## config.mk

```make
export PLATFORM = sky130hd
export DESIGN_NAME = psq_sleep_wake_seq
export DESIGN_NICKNAME = d
export VERILOG_FILES = /design/src/rtl/psq_pkg.sv /design/src/rtl/psq_pin_sync.sv /design/src/rtl/psq_sleep_wake_seq.sv
export VERILOG_INCLUDE_DIRS = /design/src /design/src/rtl
export SDC_FILE = /design/constraint.sdc
export NUM_CORES = 1
export LEC_CHECK = 0
export BUFFER_PORTS_ARGS = -buffer_cell sky130_fd_sc_hd__buf_2
export CORE_UTILIZATION = 31
export DETAILED_ROUTE_END_ITERATION = 12
export GPL_ROUTABILITY_DRIVEN = 1
export PLACE_DENSITY_LB_ADDON = 0.08
export SLEW_MARGIN = 0
export SYNTH_ARGS = -nofsm -noshare
export SYNTH_HDL_FRONTEND = slang
export SYNTH_SLANG_ARGS = --single-unit
```

## constraint.sdc

```tcl
create_clock -name core_clk -period 7.5 [get_ports core_clk]
set_input_delay 1.5 -clock core_clk [delete_from_list [all_inputs] [get_ports core_clk]]
set_output_delay 1.5 -clock core_clk [all_outputs]
set_load 0.005 [all_outputs]
```

## src/rtl/psq_consts.svh

```systemverilog
`ifndef PSQ_CONSTS_SVH
`define PSQ_CONSTS_SVH

// ----------------------------------------------------------------------------
// register offsets
// ----------------------------------------------------------------------------
`define PSQ_OFF_GEN_CTRL 8'h00
`define PSQ_OFF_WAKE_LOW 8'h04
`define PSQ_OFF_WAKE_HIGH 8'h08
`define PSQ_OFF_ASLEEP 8'h0C
`define PSQ_OFF_WAKE_ONE 8'h10
`define PSQ_OFF_WAKE_TWO 8'h14

// ----------------------------------------------------------------------------
// general control fields
// ----------------------------------------------------------------------------
`define PSQ_GC_PIN_EN 2
`define PSQ_GC_PIN_POL 3
`define PSQ_GC_TMR_EN 4
`define PSQ_GC_TMR64 5
`define PSQ_GC_MASK 32'h0000_003C
`define PSQ_GC_RST 32'h0000_0008

// ----------------------------------------------------------------------------
// supply configuration fields
// ----------------------------------------------------------------------------
`define PSQ_CF_DWELL_LSB 16
`define PSQ_CF_DWELL_MSB 20
`define PSQ_CF_TILE_GATE 14
`define PSQ_CF_ANA_PFM 9
`define PSQ_CF_CORE_PFM 8
`define PSQ_CF_IO_EN 5
`define PSQ_CF_PLL_EN 4
`define PSQ_CF_ANA_EN 1
`define PSQ_CF_CORE_EN 0
`define PSQ_CF_RW_MASK 32'h001F_4331

// ----------------------------------------------------------------------------
// reset values (dwell field added separately)
// ----------------------------------------------------------------------------
`define PSQ_DWELL_RST 16
`define PSQ_ASLEEP_RST 32'h0000_0000
`define PSQ_WAKE_ONE_RST 32'h0000_0020
`define PSQ_WAKE_TWO_RST 32'h0000_0031
`define PSQ_ASLEEP_ANA 1'h0
`define PSQ_WAKE_ONE_ANA 1'h0
`define PSQ_WAKE_TWO_ANA 1'h1

`endif

```

## src/rtl/psq_pkg.sv

```systemverilog
`default_nettype none
package psq_pkg;

  typedef enum logic [1:0] {
    PSQ_AWAKE,
    PSQ_ASLEEP,
    PSQ_WAKE_ONE,
    PSQ_WAKE_TWO
  } psq_state_e;

  typedef logic [31:0] psq_word_t;

endpackage : psq_pkg
`default_nettype wire

```

## src/rtl/psq_pin_sync.sv

```systemverilog
`default_nettype none
module psq_pin_sync #(
  parameter int unsigned WIDTH = 1,
  parameter logic [31:0] RST_VAL = 32'h0000_0000
) (
  input wire logic core_clk, // sequencer clock
  input wire logic rst_b, // async reset, active low
  input wire logic [WIDTH-1:0] async_in, // pins from outside this clock domain
  output logic [WIDTH-1:0] sync_out // filtered level
);
  import psq_pkg::*;

  // --------------------------------------------------------------------------
  // three-stage capture, accepted once stages two and three agree
  // --------------------------------------------------------------------------
  typedef struct packed {
    logic [WIDTH-1:0] s1;
    logic [WIDTH-1:0] s2;
    logic [WIDTH-1:0] s3;
    logic [WIDTH-1:0] level;
  } psq_sync_s;

  psq_sync_s q;
  psq_sync_s next_q;
  logic [WIDTH-1:0] agree;

  if (WIDTH < 1 || WIDTH > 32) begin : g_chk
    $error("psq_pin_sync: WIDTH must be 1 to 32");
  end

  always_comb begin
    next_q = q;
    next_q.s1 = async_in;
    next_q.s2 = q.s1;
    next_q.s3 = q.s2;
    agree = ~(q.s2 ^ q.s3);
    next_q.level = (q.s3 & agree) | (q.level & ~agree);
  end

  always_ff @(posedge core_clk or negedge rst_b) begin
    if (!rst_b) begin
      q <= '{s1: RST_VAL[WIDTH-1:0], s2: RST_VAL[WIDTH-1:0],
             s3: RST_VAL[WIDTH-1:0], level: RST_VAL[WIDTH-1:0]};
    end else begin
      q <= next_q;
    end
  end

  assign sync_out = q.level;

endmodule : psq_pin_sync
`default_nettype wire

```

## src/rtl/psq_sleep_wake_seq.sv

```systemverilog
// What this block does
// - low wake time is compared with the counter only when timer wake is on and asleep
// - upper wake word is ignored unless 64-bit comparison is selected
// - asleep leaves after the dwell once timer or wake pin condition occurs
// - asleep dwell counts cycles of whichever clock currently runs the block
// - both waking states leave after the dwell only when enabled supplies are good
// - dwell field bits 20:16 gives two to that power cycles, reset 16
// - bit 14 gates the processor tile clock while in that state
// - bit 9 picks analog buck modulation, 0 pwm, 1 pfm
// - bit 8 picks core buck modulation, 0 pwm, 1 pfm
// - bit 5 enables the io supply, reset 0 asleep, 1 waking
// - bit 4 enables the pll regulator, reset 1 only in phase two
// - bit 1 is read-only analog enable, 1 only in phase two
// - bit 0 enables the core buck, reset 1 only in phase two
// - a state's settings are applied for as long as the state lasts
// - a control bit enables wake on timer comparison
// - a control bit selects 64-bit timer comparison
// - a control bit enables wake on the wake pin level
// - polarity bit, reset 1, selects high level wake, 0 low level
`include "psq_consts.svh"
`default_nettype none
module psq_sleep_wake_seq #(
  parameter int unsigned DWELL_RST_EXP = `PSQ_DWELL_RST
) (
  input wire logic core_clk, // selected sleep clock, 100 MHz nominal
  input wire logic rst_b, // async reset, active low
  input wire logic reg_wr, // register write strobe
  input wire logic reg_rd, // register read strobe
  input wire logic [7:0] reg_addr, // register byte offset
  input wire logic [31:0] reg_wdata, // write data
  output logic [31:0] reg_rdata, // read data, valid with reg_rvalid
  output logic reg_rvalid, // one-cycle read answer
  input wire logic [63:0] rtc_count, // real-time counter, same clock
  input wire logic sleep_enter, // pulse from awake side: enter asleep
  input wire psq_pkg::psq_word_t awake_cfg, // supply settings used while awake
  input wire logic wake_pin, // external wake pin, asynchronous
  input wire logic core_buck_good, // core buck power good
  input wire logic analog_buck_good, // analog buck power good
  input wire logic pll_ldo_good, // pll regulator power good
  input wire logic io_supply_good, // io supply power good
  output psq_pkg::psq_state_e seq_state, // current sequencer state
  output logic wake_done, // pulse on return to awake
  output logic tile_clk_gate, // 1 stops the processor tile clock
  output logic analog_buck_pfm, // analog buck modulation, 1 pfm
  output logic core_buck_pfm, // core buck modulation, 1 pfm
  output logic io_supply_en, // io supply output enable
  output logic pll_ldo_en, // pll linear regulator enable
  output logic analog_buck_en, // analog buck enable
  output logic core_buck_en // core buck enable
);
  import psq_pkg::*;

  // --------------------------------------------------------------------------
  // state and constants
  // --------------------------------------------------------------------------
  typedef struct packed {
    psq_state_e state;
    logic [31:0] gen_ctrl;
    logic [31:0] wake_lo;
    logic [31:0] wake_hi;
    logic [2:0][31:0] cfg;
    logic [31:0] dwell_cnt;
    logic timer_hit;
    logic [31:0] rdata;
    logic rvalid;
    logic done;
    logic [6:0] drive;
  } psq_main_s;

  localparam logic [31:0] DWELL_FIELD = {11'h000, DWELL_RST_EXP[4:0], 16'h0000};

  if (DWELL_RST_EXP > 31) begin : g_chk
    $error("psq_sleep_wake_seq: DWELL_RST_EXP must be 0 to 31");
  end

  psq_main_s q;
  psq_main_s next_q;
  logic [3:0] good_sync;
  logic wake_sync;
  logic tmr_match;
  logic pin_hit;
  logic dwell_done;
  logic supplies_ok;
  logic [31:0] apply_word;

  // --------------------------------------------------------------------------
  // pin synchronisers
  // --------------------------------------------------------------------------
  psq_pin_sync #(.WIDTH(4), .RST_VAL(32'h0000_0000)) u_good_sync (
    .core_clk(core_clk),
    .rst_b(rst_b),
    .async_in({io_supply_good, pll_ldo_good, analog_buck_good, core_buck_good}),
    .sync_out(good_sync)
  );

  psq_pin_sync #(.WIDTH(1), .RST_VAL(32'h0000_0000)) u_wake_sync (
    .core_clk(core_clk),
    .rst_b(rst_b),
    .async_in(wake_pin),
    .sync_out(wake_sync)
  );

  // --------------------------------------------------------------------------
  // helpers
  // --------------------------------------------------------------------------
  function automatic logic [1:0] cfg_index(input psq_state_e st);
    case (st)
      PSQ_WAKE_ONE: cfg_index = 2'h1;
      PSQ_WAKE_TWO: cfg_index = 2'h2;
      default: cfg_index = 2'h0;
    endcase
  endfunction : cfg_index

  // stored word plus the per-state read-only analog enable
  function automatic logic [31:0] cfg_view(input logic [31:0] raw, input logic [1:0] idx);
    logic ana;
    ana = (idx == 2'h2) ? `PSQ_WAKE_TWO_ANA :
          (idx == 2'h1) ? `PSQ_WAKE_ONE_ANA : `PSQ_ASLEEP_ANA;
    cfg_view = (raw & `PSQ_CF_RW_MASK) | {30'h0000_0000, ana, 1'h0};
  endfunction : cfg_view

  // last count of a minimum stay of two to the power exp cycles
  function automatic logic [31:0] dwell_limit(input logic [4:0] exp);
    dwell_limit = (32'h0000_0001 << exp) - 32'h0000_0001;
  endfunction : dwell_limit

  // --------------------------------------------------------------------------
  // conditions
  // --------------------------------------------------------------------------
  always_comb begin
    // a compare can only matter while asleep with timer wake on
    tmr_match = q.gen_ctrl[`PSQ_GC_TMR_EN] && (q.state == PSQ_ASLEEP) &&
                (rtc_count[31:0] == q.wake_lo) &&
                (!q.gen_ctrl[`PSQ_GC_TMR64] || rtc_count[63:32] == q.wake_hi);
    pin_hit = q.gen_ctrl[`PSQ_GC_PIN_EN] &&
              (wake_sync == q.gen_ctrl[`PSQ_GC_PIN_POL]);
    // dwell counts core_clk, which is whatever sleep clock is selected
    dwell_done = q.dwell_cnt >= dwell_limit(q.cfg[cfg_index(q.state)][20:16]);
    // only supplies that this state enables need to report good
    supplies_ok = (!q.drive[0] || good_sync[0]) && (!q.drive[1] || good_sync[1]) &&
                  (!q.drive[2] || good_sync[2]) && (!q.drive[3] || good_sync[3]);
  end

  // --------------------------------------------------------------------------
  // next state
  // --------------------------------------------------------------------------
  always_comb begin
    next_q = q;
    next_q.rvalid = 1'h0;
    next_q.done = 1'h0;
    apply_word = 32'h0000_0000;

    if (reg_wr) begin
      case (reg_addr)
        `PSQ_OFF_GEN_CTRL: next_q.gen_ctrl = reg_wdata & `PSQ_GC_MASK;
        `PSQ_OFF_WAKE_LOW: next_q.wake_lo = reg_wdata;
        `PSQ_OFF_WAKE_HIGH: next_q.wake_hi = reg_wdata;
        `PSQ_OFF_ASLEEP: next_q.cfg[0] = reg_wdata & `PSQ_CF_RW_MASK;
        `PSQ_OFF_WAKE_ONE: next_q.cfg[1] = reg_wdata & `PSQ_CF_RW_MASK;
        `PSQ_OFF_WAKE_TWO: next_q.cfg[2] = reg_wdata & `PSQ_CF_RW_MASK;
        default: ;
      endcase
    end

    if (reg_rd) begin
      next_q.rvalid = 1'h1;
      case (reg_addr)
        `PSQ_OFF_GEN_CTRL: next_q.rdata = q.gen_ctrl;
        `PSQ_OFF_WAKE_LOW: next_q.rdata = q.wake_lo;
        `PSQ_OFF_WAKE_HIGH: next_q.rdata = q.wake_hi;
        `PSQ_OFF_ASLEEP: next_q.rdata = cfg_view(q.cfg[0], 2'h0);
        `PSQ_OFF_WAKE_ONE: next_q.rdata = cfg_view(q.cfg[1], 2'h1);
        `PSQ_OFF_WAKE_TWO: next_q.rdata = cfg_view(q.cfg[2], 2'h2);
        default: next_q.rdata = 32'h0000_0000;
      endcase
    end

    // the timer match is a single-cycle event, so it is held until the dwell ends
    if (tmr_match) begin
      next_q.timer_hit = 1'h1;
    end
    if (!dwell_done) begin
      next_q.dwell_cnt = q.dwell_cnt + 32'h0000_0001;
    end

    case (q.state)
      PSQ_AWAKE: begin
        if (sleep_enter) begin
          next_q.state = PSQ_ASLEEP;
        end
      end
      PSQ_ASLEEP: begin
        if (dwell_done && (q.timer_hit || tmr_match || pin_hit)) begin
          next_q.state = PSQ_WAKE_ONE;
        end
      end
      PSQ_WAKE_ONE: begin
        if (dwell_done && supplies_ok) begin
          next_q.state = PSQ_WAKE_TWO;
        end
      end
      PSQ_WAKE_TWO: begin
        if (dwell_done && supplies_ok) begin
          next_q.state = PSQ_AWAKE;
          next_q.done = 1'h1;
        end
      end
      default: next_q.state = PSQ_AWAKE;
    endcase

    if (next_q.state != q.state) begin
      next_q.dwell_cnt = 32'h0000_0000;
      next_q.timer_hit = 1'h0;
    end

    // settings follow the state being entered, and later writes apply at once
    if (next_q.state == PSQ_AWAKE) begin
      apply_word = awake_cfg;
    end else begin
      apply_word = cfg_view(next_q.cfg[cfg_index(next_q.state)],
                            cfg_index(next_q.state));
    end
    next_q.drive = {apply_word[`PSQ_CF_TILE_GATE],
                    apply_word[`PSQ_CF_ANA_PFM],
                    apply_word[`PSQ_CF_CORE_PFM],
                    apply_word[`PSQ_CF_IO_EN],
                    apply_word[`PSQ_CF_PLL_EN],
                    apply_word[`PSQ_CF_ANA_EN],
                    apply_word[`PSQ_CF_CORE_EN]};
  end

  // --------------------------------------------------------------------------
  // registers
  // --------------------------------------------------------------------------
  always_ff @(posedge core_clk or negedge rst_b) begin
    if (!rst_b) begin
      q.state <= PSQ_AWAKE;
      q.gen_ctrl <= `PSQ_GC_RST;
      q.wake_lo <= 32'h0000_0000;
      q.wake_hi <= 32'h0000_0000;
      q.cfg[0] <= `PSQ_ASLEEP_RST | DWELL_FIELD;
      q.cfg[1] <= `PSQ_WAKE_ONE_RST | DWELL_FIELD;
      q.cfg[2] <= `PSQ_WAKE_TWO_RST | DWELL_FIELD;
      q.dwell_cnt <= 32'h0000_0000;
      q.timer_hit <= 1'h0;
      q.rdata <= 32'h0000_0000;
      q.rvalid <= 1'h0;
      q.done <= 1'h0;
      q.drive <= 7'h00;
    end else begin
      q <= next_q;
    end
  end

  assign seq_state = q.state;
  assign wake_done = q.done;
  assign reg_rdata = q.rdata;
  assign reg_rvalid = q.rvalid;
  assign tile_clk_gate = q.drive[6];
  assign analog_buck_pfm = q.drive[5];
  assign core_buck_pfm = q.drive[4];
  assign io_supply_en = q.drive[3];
  assign pll_ldo_en = q.drive[2];
  assign analog_buck_en = q.drive[1];
  assign core_buck_en = q.drive[0];
endmodule : psq_sleep_wake_seq
`default_nettype wire

```

==> impl_metrics.csv, run 1 <==
group,metric,value,unit
grt,antenna_found_initial,6,
timing,worst_pin_slew,1.01,ns
grt,grt_pass1_wl,46800,µm
route,dr.pass1.iters,5,
clock_network,postCtsResizedCells,0,
die,dieArea,34600,µm²
clock_network,cts-root-buf,"clkbuf_16",
synthesis,yosys_warnings,0,
placed_design,place_ws,1.22,ns
synthesis,ys_async_sr_fraction,100,%
die,rows,66,
synthesis,syn_area,10500,µm²
timing,fin_ws,1.35,ns
pwr,total_power,3.05,mW
timing,holdWs,0.349,ns
critical_path,worstSetupEndpoint,"q[54]$_DFFE_PN0P_",
critical_path,end_kind,"flip-flop",
hold_path,hp-start,"u_good_sync.next_q[10]$_DFF_PN0_",
clock_network,clkTransAtPathRegs,0.08,ns
outcome,status,"complete, no violations",
timing,rsz0062_at_grt,"false",
die,ios,189,
pwr,power.leakage,5.79,nW
final_layout,fillers,3365,
synthesis,syn_nets,1167,
synthesis,synth_top_area_share,45.1,%
route,via_per_inst,4.85,
placed_design,port_buffers,163,
timing,fmax,163,MHz
route,route.met2.wl,13700,µm
placed_design,dpl.hpwl,22000,µm
clock_network,worstSkewPairLatency,0.45,ns
grt,grt_pass1_vias,7714,
final_layout,area_growth,16.6,%
placed_design,dp_cells,1532,
synthesis,netlist.top_cell.by_area,"dfrtp_1",
synthesis,ys_seq_elements,197,
clock_network,cts.sinks,197,
clock_network,h-tree-depth,4,
critical_path,r2r_cells,19,
clock_network,clockBufferDepth,2,
route,vias,7597,
route,drt-initial-drc-count,376,
critical_path,cp-startpoint,"seq_state[0]$_DFF_PN0_",
die,core_area,32900,µm²
critical_path,cp_max_fo,33,
timing,slew_violations,0,
grt,gr-total-overflow,0,
job,maxCapViolations,0,
critical_path,critPathKind,"flip-flop to flip-flop",
grt,grt_max_degree,74,
synthesis,synthTopCellsByArea,"dfrtp_1, mux2_2, xnor2_1, ha_1, nor2_1",
hold_path,hold_class,"flip-flop to flip-flop",
timing,fin_worst_skew,0.0150,ns
final_layout,drive_above_1_share,29.7,%
route,drt.antenna.violating_nets,0,
timing,period_needed,6.15,ns
timing,finalSetupViolations,0,
route,totalWireLength,30500,µm
pwr,vdd_drop_max,161,µV
route,dr_wl_met3,1660,µm
clock_network,holdBufCountCts,0,
die,die_w,186,µm
timing,slew_headroom,32.5,%
clock_network,cts_setup_buffers,0,
timing,tns,0,ns
synthesis,synth_area_per_cell,10.6,µm²
placed_design,gp_congestion,0.803,
final_layout,nets,1289,
final_layout,mostFrequentLayoutCell,"dfrtp_1",
critical_path,r2r_slack,1.35,ns
final_layout,fin_cells,1566,
critical_path,timing.rr.start,"seq_state[0]$_DFF_PN0_",
route,top_layer,"met5",
synthesis,synth.distinct_cells,58,
synthesis,synthCells,987,
critical_path,r2r_end,"q[54]$_DFFE_PN0P_",
synthesis,synth_edf_count,0,
final_layout,final_cell_mix,"dfrtp_1, buf_2, mux2_2, nor2_1, nand2_1",
grt,track_usage,18.3,%
pwr,p_per_area,249,nW/µm²
timing,hold_violations,0,
synthesis,yosysSeqAreaShare,47.1,%
die,die_h,186,µm
synthesis,ys.flop_type,"dfrtp_1",
route,drt_drc_violations_left,0,
route,wl_per_cell,19.5,µm
critical_path,cp.arrival,6.43,ns
route,wl_met1,14900,µm
clock_network,cts_tree,"yes",
timing,period_share,82.0,%
critical_path,cp-start-kind,"flip-flop",
die,initial_core_util,31.8,%
clock_network,cts_buffers,17,
critical_path,cp.required,7.78,ns
-- through the flow --
stage	instance area (µm²)	util, %
after global placement	11600	35.2
after floorplan	10500	-
after global routing	12200	37.1
final	12200	37.1
after detailed placement	11600	35.2
after CTS	12200	37.1
-- worst min-delay path by stage --
stage | endpoint | slack, ns | cells past startpoint
floorplan | u_good_sync.next_q[4]$_DFF_PN0_ | 0.33 | 0
global placement | u_good_sync.next_q[4]$_DFF_PN0_ | 0.33 | 0
detailed placement | u_good_sync.next_q[6]$_DFF_PN0_ | 0.34 | 0
CTS | u_good_sync.next_q[6]$_DFF_PN0_ | 0.35 | 0
global route | u_wake_sync.next_q[1]$_DFF_PN0_ | 0.36 | 0
finish | u_good_sync.next_q[6]$_DFF_PN0_ | 0.35 | 0
-- cells in the mapped netlist (7+ instances only) --
master    count
dfstp_2       8
nor4_1       10
o21ai_0      13
clkbuf_1     29
nor2_1       90
o22ai_1      31
xnor2_1      65
mux2_2      105
a22oi_1      32
buf_4        34
buf_1        10
nand4_1      20
nand2_1      68
nand3_1      16
a21oi_1      39
mux2i_1      27
dfrtp_1     189
ha_1         34
nor3_1       11
and3_1        7
xor2_1       32
a221oi_1      8
inv_1        47
-- worst max-delay path, cell delays in order (launching register included) --
cell,delay (ns)
dfrtp_1,0.72
mux2i_1,0.33
a21o_1,0.34
nand2_1,0.29
or3_1,0.45
ha_1,0.22
nor2_1,0.29
nand2_1,0.15
o21ai_0,0.17
a22oi_1,0.10
ha_1,0.31
and3_1,0.14
nand3_1,0.13
or4_1,0.59
a311oi_2,0.28
nor2_2,0.13
nor3b_2,0.33
a21oi_1,0.12
o22ai_4,0.77
nor2_1,0.13
-- cell families (layout without fill, tap and decap cells) --
logic type               Yosys count  in the layout  share of synthesized area [%]
AND/OR/NAND/NOR                  239            239                           10.4
flip-flops                       197            197                           47.1
AO/OA/AOI/OAI                    157            157                           10.2
multiplexers                     132            132                           13.9
buffers and inverters            125            260                           5.81
XOR/XNOR                          97             97                           8.10
adder cells (fa/ha/maj)           39             39                           4.53
other                              1              3                         0.0358
-- report_power, final --
part	switching (mW)	internal (mW)	total, mW
clock	0.434	0.567	1.00
sequential	0.0763	1.13	1.21
combinational	0.503	0.340	0.843
total	1.01	2.04	3.05
-- routing by layer --
layer | global-route usage [%] | vias to the layer above
li1 | - | 3691
met1 | 25.4 | 3687
met2 | 29.1 | 195
met3 | 4.23 | 16
met4 | 3.54 | 8
met5 | 0 | -
-- layout make-up --
class                           instances  area (µm²)  share of cell area [%]
Inverter                               47         176                    1.44
Clock buffer                           23         488                    3.99
Multi-Input combinational cell        665        4950                    40.5
Timing Repair Buffer                  181         972                    7.95
Clock inverter                          9         143                    1.17
Sequential cell                       197        4940                    40.4
Tap cell                              442         553                    4.52
Antenna cell                            2        5.00                  0.0409
(Power assumes the default switching activity.)
==> inputs of run 2 (changes only) <==
==> constraint.sdc (replaced) <==
create_clock -name core_clk -period 5.7 [get_ports core_clk]
set_input_delay 1.14 -clock core_clk [delete_from_list [all_inputs] [get_ports core_clk]]
set_output_delay 1.14 -clock core_clk [all_outputs]
set_load 0.005 [all_outputs]
==> impl_metrics.csv, run 2 (synthesis gave the netlist of run 1 again) <==
group,metric,value,unit
critical_path,critPathBufInv,1,
final_layout,fillers,3350,
pwr,p_seq_share,39.8,%
timing,fmax,191,MHz
critical_path,critPathKind,"flip-flop to flip-flop",
timing,period_share,91.7,%
route,drt-initial-drc-count,434,
critical_path,cp-start-kind,"flip-flop",
grt,grt_pass1_vias,7873,
grt,met3_usage,4.17,%
timing,slew_headroom,37.8,%
outcome,status,"complete, no violations",
clock_network,postCtsResizedCells,0,
route,totalWireLength,30700,µm
die,dieArea,34600,µm²
timing,holdWs,0.348,ns
pwr,swShare,34.4,%
die,die_w,186,µm
critical_path,r2r_cells,20,
clock_network,holdBufCountCts,0,
die,die_h,186,µm
die,initial_core_util,31.8,%
die,rows,66,
final_layout,mostFrequentLayoutCell,"dfrtp_1",
timing,period_needed,5.23,ns
placed_design,dpl.hpwl,22000,µm
final_layout,drive_above_1_share,30.3,%
timing,finalSetupViolations,0,
grt,grt_pass1_wl,47400,µm
final_layout,area_growth,17.1,%
critical_path,crit_cells,20,
final_layout,multi_input_area,4950,µm²
hold_path,hold_class,"flip-flop to flip-flop",
clock_network,cts.sinks,197,
placed_design,place_ws,0.450,ns
clock_network,cts_buffers,17,
timing,worst_pin_slew,0.925,ns
timing,fin_ws,0.473,ns
placed_design,dp_cells,1542,
grt,busiest_layer,"met2",
route,dr.pass1.iters,5,
pwr,combPwrFrac,28.9,%
job,maxCapViolations,0,
grt,grt_max_degree,102,
timing,rsz0062_at_grt,"false",
die,ios,189,
timing,slew_violations,0,
critical_path,critPathTopFamily,"simple AND/OR/NAND/NOR gates",
grt,grtUsageMet2,29.4,%
critical_path,cpPeakStageDelay,0.61,ns
clock_network,cts-root-buf,"clkbuf_16",
grt,antenna_found_initial,7,
critical_path,cp-startpoint,"seq_state[0]$_DFF_PN0_",
clock_network,cts_tree,"yes",
critical_path,slowest_stage,"dfrtp_1",
pwr,power_switching,1.37,mW
route,vias,7679,
critical_path,cp_max_fo,14,
clock_network,cts_setup_buffers,0,
route,drt_drc_violations_left,0,
die,core_area,32900,µm²
final_layout,nets,1299,
grt,gr-total-overflow,0,
grt,track_usage,18.5,%
placed_design,gp_congestion,0.800,
pwr,power.leakage,5.83,nW
clock_network,clockBufferDepth,2,
route,drt.antenna.violating_nets,0,
timing,tns,0,ns
final_layout,final_cell_mix,"dfrtp_1, buf_2, mux2_2, nor2_1, nand2_1",
timing,fin_worst_skew,0.0135,ns
timing,hold_violations,0,
grt,use_met1,25.4,%
pwr,p_per_area,323,nW/µm²
hold_path,hp-start,"u_good_sync.next_q[8]$_DFF_PN0_",
critical_path,timing.rr.start,"seq_state[0]$_DFF_PN0_",
hold_path,hold-path-cell-count,0,
pwr,vdd_drop_max,207,µV
final_layout,regArea,4940,µm²
critical_path,end_kind,"flip-flop",
pwr,clockPowerShare,31.2,%
clock_network,worstSkewPairLatency,0.45,ns
pwr,internal-power,2.60,mW
route,wl_per_cell,19.4,µm
critical_path,cp.arrival,5.54,ns
clock_network,clkTransAtPathRegs,0.08,ns
clock_network,h-tree-depth,4,
critical_path,crit_chain,"mux2i_1 > a21o_1 > nand2_1 > or3_1 > ha_1 > nor2_1 > nand2_1 > o22ai_1 > a21oi_1 > ha_1 > nand4_1 > nor4_1 > nand2_1 > a311oi_2 > nor2_2 > o21a_1 > a211oi_4 > buf_12 > mux2i_1 > mux2i_1",
critical_path,cp.required,6.02,ns
route,via_per_inst,4.87,
placed_design,port_buffers,163,
final_layout,fin_cells,1578,
[run 2: cell types whose count changed in the layout (fill, tap and decap cells not counted), sizes merged]
| cell | before | now |
|---|---|---|
| clkinvlp | 2 | 0 |
| clkinv | 2 | 4 |
| clkbuf | 24 | 21 |
| diode | 2 | 4 |
| buf | 180 | 190 |
| bufinv | 3 | 1 |
| inv | 49 | 54 |
[run 2: path summary, 6_finish.rpt]
check / to / slack (ns)
worst max-delay path: tile_clk_gate$_DFF_PN0_ / 0.47
worst min-delay path: u_good_sync.next_q[4]$_DFF_PN0_ / 0.35
worst max register to register: tile_clk_gate$_DFF_PN0_ / 0.47
worst min register to register: u_good_sync.next_q[4]$_DFF_PN0_ / 0.35
max in group asynchronous: q[54]$_DFFE_PN0P_ / 3.87
min in group asynchronous: reg_rdata[25]$_DFFE_PN0P_ / 0.77
[run 2: metrics by stage]
stage | cell area (µm²) | total power [mW] | util [%]
floorplan | 10500 | 2.36 | -
global placement | 11700 | 2.76 | 35.5
detailed placement | 11700 | 2.76 | 35.5
CTS | 12300 | 4.03 | 37.2
global route | 12300 | 4.23 | 37.2
finish | 12300 | 3.96 | 37.3
[run 2: power groups by stage]
stage | logic (mW) | clock network (mW) | registers, mW
after detailed placement | 1.16 | 0 | 1.61
after global placement | 1.15 | 0 | 1.61
final | 1.15 | 1.24 | 1.58
after floorplan | 0.791 | 0 | 1.57
after CTS | 1.16 | 1.28 | 1.58
after global routing | 1.31 | 1.33 | 1.60
[run 2: routing by layer]
layer | vias up | wire, µm
met3 | 27 | 1630
met1 | 3713 | 14900
met5 | - | 57
met4 | 8 | 319
met2 | 203 | 13800
li1 | 3728 | -
[run 2: cell type report]
class	instances	area share, %
clock buffer	20	3.64
timing repair buffer	191	8.73
multi-input combinational	665	40.3
clock inverter	12	1.09
antenna	4	0.0815
inverter	47	1.44
tap	442	4.50
sequential	197	40.2
==> inputs of run 3 (changes only) <==
--- a/config.mk
+++ b/config.mk
@@ -10,6 +10,7 @@
 export CORE_UTILIZATION = 31
 export DETAILED_ROUTE_END_ITERATION = 12
 export GPL_ROUTABILITY_DRIVEN = 1
+export MAX_ROUTING_LAYER = met4
 export PLACE_DENSITY_LB_ADDON = 0.08
 export SLEW_MARGIN = 0
 export SYNTH_ARGS = -nofsm -noshare
==> impl_metrics.csv, run 3 (synthesis gave the netlist of run 1 again) <==
group,metric,value,unit
outcome,status,"complete, no violations",
route,drt.antenna.violating_nets,0,
pwr,power.leakage,5.83,nW
critical_path,cp.arrival,5.53,ns
pwr,combPwrFrac,29.0,%
critical_path,timing.rr.start,"seq_state[0]$_DFF_PN0_",
timing,tns,0,ns
clock_network,cts_tree,"yes",
clock_network,cts_buffers,17,
placed_design,port_buffers,163,
placed_design,gp_congestion,0.816,
clock_network,clkTransAtPathRegs,0.08,ns
die,rows,66,
pwr,vdd_drop_max,208,µV
timing,holdWs,0.348,ns
hold_path,hold_class,"flip-flop to flip-flop",
grt,antenna_found_initial,7,
pwr,swShare,34.5,%
die,die_w,186,µm
critical_path,critPathKind,"flip-flop to flip-flop",
die,initial_core_util,31.8,%
final_layout,mostFrequentLayoutCell,"dfrtp_1",
critical_path,r2r_end,"tile_clk_gate$_DFF_PN0_",
critical_path,cp-start-kind,"flip-flop",
placed_design,dpl.hpwl,22000,µm
timing,period_share,91.5,%
clock_network,postCtsResizedCells,0,
job,maxCapViolations,0,
route,wl_per_cell,19.4,µm
grt,track_usage,19.1,%
timing,finalSetupViolations,0,
final_layout,final_cell_mix,"dfrtp_1, buf_2, mux2_2, nor2_1, nand2_1",
hold_path,hp-start,"u_good_sync.next_q[8]$_DFF_PN0_",
route,totalWireLength,30700,µm
pwr,internal-power,2.60,mW
final_layout,drive_above_1_share,30.3,%
placed_design,place_ws,0.450,ns
timing,hold_violations,0,
grt,grt_pass1_wl,47500,µm
critical_path,cp_max_fo,14,
grt,grt_pass1_vias,7854,
route,drt-initial-drc-count,457,
clock_network,worstSkewPairLatency,0.45,ns
route,vias,7699,
timing,slew_headroom,39.4,%
route,drt_drc_violations_left,0,
timing,worst_pin_slew,0.903,ns
clock_network,cts_setup_buffers,0,
route,dr.pass1.iters,7,
critical_path,end_kind,"flip-flop",
hold_path,hold-path-cell-count,0,
clock_network,h-tree-depth,4,
timing,fin_worst_skew,0.0127,ns
die,core_area,32900,µm²
timing,fin_ws,0.485,ns
critical_path,cp.required,6.02,ns
clock_network,cts-root-buf,"clkbuf_16",
die,ios,189,
hold_path,hold_end,"u_good_sync.next_q[4]$_DFF_PN0_",
timing,period_needed,5.22,ns
route,via_per_inst,4.87,
die,dieArea,34600,µm²
critical_path,r2r_cells,20,
final_layout,area_growth,17.2,%
critical_path,r2r_slack,0.48,ns
grt,gr-total-overflow,0,
die,die_h,186,µm
grt,grt_max_degree,102,
final_layout,nets,1299,
clock_network,cts.sinks,197,
timing,rsz0062_at_grt,"false",
clock_network,holdBufCountCts,0,
pwr,power_switching,1.37,mW
timing,slew_violations,0,
timing,fmax,192,MHz
clock_network,clockBufferDepth,2,
pwr,p_per_area,323,nW/µm²
pwr,p_seq_share,39.8,%
pwr,clockPowerShare,31.2,%
-- run 3: changes by cell type in the layout (fill, tap and decap cells not counted), sizes merged --
cell,change
diode,+3
-- run 3: worst max-delay path, stage by stage (launching register included) --
cell and delay [ns]:
dfrtp_1 0.61, mux2i_1 0.31, a21o_1 0.17, nand2_1 0.12, or3_1 0.41, ha_1 0.22
nor2_1 0.23, nand2_1 0.22, o31ai_1 0.24, a32oi_1 0.12, ha_1 0.32, nand4_1 0.12
nor4_1 0.42, nand2_1 0.18, a311oi_2 0.23, nor2_2 0.13, o21a_1 0.24, a211oi_4 0.25
buf_12 0.19, mux2i_1 0.22, mux2i_1 0.11
-- run 3: how the worst max path moves through the flow --
stage	start	end	depth (start not counted)	slack (ns)
4_1_cts	seq_state[0]$_DFF_PN0_	io_supply_en$_DFF_PN0_	20	0.42
3_3_place_gp	seq_state[0]$_DFF_PN0_	io_supply_en$_DFF_PN0_	20	0.42
6_report	seq_state[0]$_DFF_PN0_	tile_clk_gate$_DFF_PN0_	20	0.48
5_1_grt	seq_state[0]$_DFF_PN0_	tile_clk_gate$_DFF_PN0_	19	0.01
2_1_floorplan	seq_state[1]$_DFF_PN0_	analog_buck_pfm$_DFF_PN0_	22	0.49
3_5_place_dp	seq_state[0]$_DFF_PN0_	io_supply_en$_DFF_PN0_	20	0.45
-- run 3: final cells by class --
cell class / count / area [µm²]
fillers: 3346 / 20700
multi-input cells: 665 / 4950
flip-flops and latches: 197 / 4940
repair buffers: 191 / 1070
well taps: 442 / 553
clock buffers: 20 / 447
inverters: 47 / 176
clock inverters: 12 / 134
diodes: 7 / 17.5
-- run 3: layer usage --
layer,track usage [%],up-vias,part of all wire (%)
met1,25.5,3730,49
met4,4.49,0,1.1
met3,4.07,18,5.5
met2,29.4,209,45
li1,-,3742,-
met5,-,-,0
-- run 3: power by group through the flow --
stage / logic [mW] / registers [mW] / clock network (mW)
after CTS: 1.16 / 1.58 / 1.28
after detailed placement: 1.16 / 1.61 / 0
after global placement: 1.15 / 1.61 / 0
after global routing: 1.31 / 1.60 / 1.33
final: 1.15 / 1.58 / 1.24
after floorplan: 0.791 / 1.57 / 0
-- run 3: stage by stage --
step	instances	power, mW	area (µm²)	utilization (%)
3_3_place_gp	1542	2.76	11700	35.5
2_1_floorplan	987	2.36	10500	-
5_1_grt	1581	4.23	12300	37.3
6_report	1581	3.97	12300	37.3
4_1_cts	1574	4.03	12300	37.2
3_5_place_dp	1542	2.76	11700	35.5
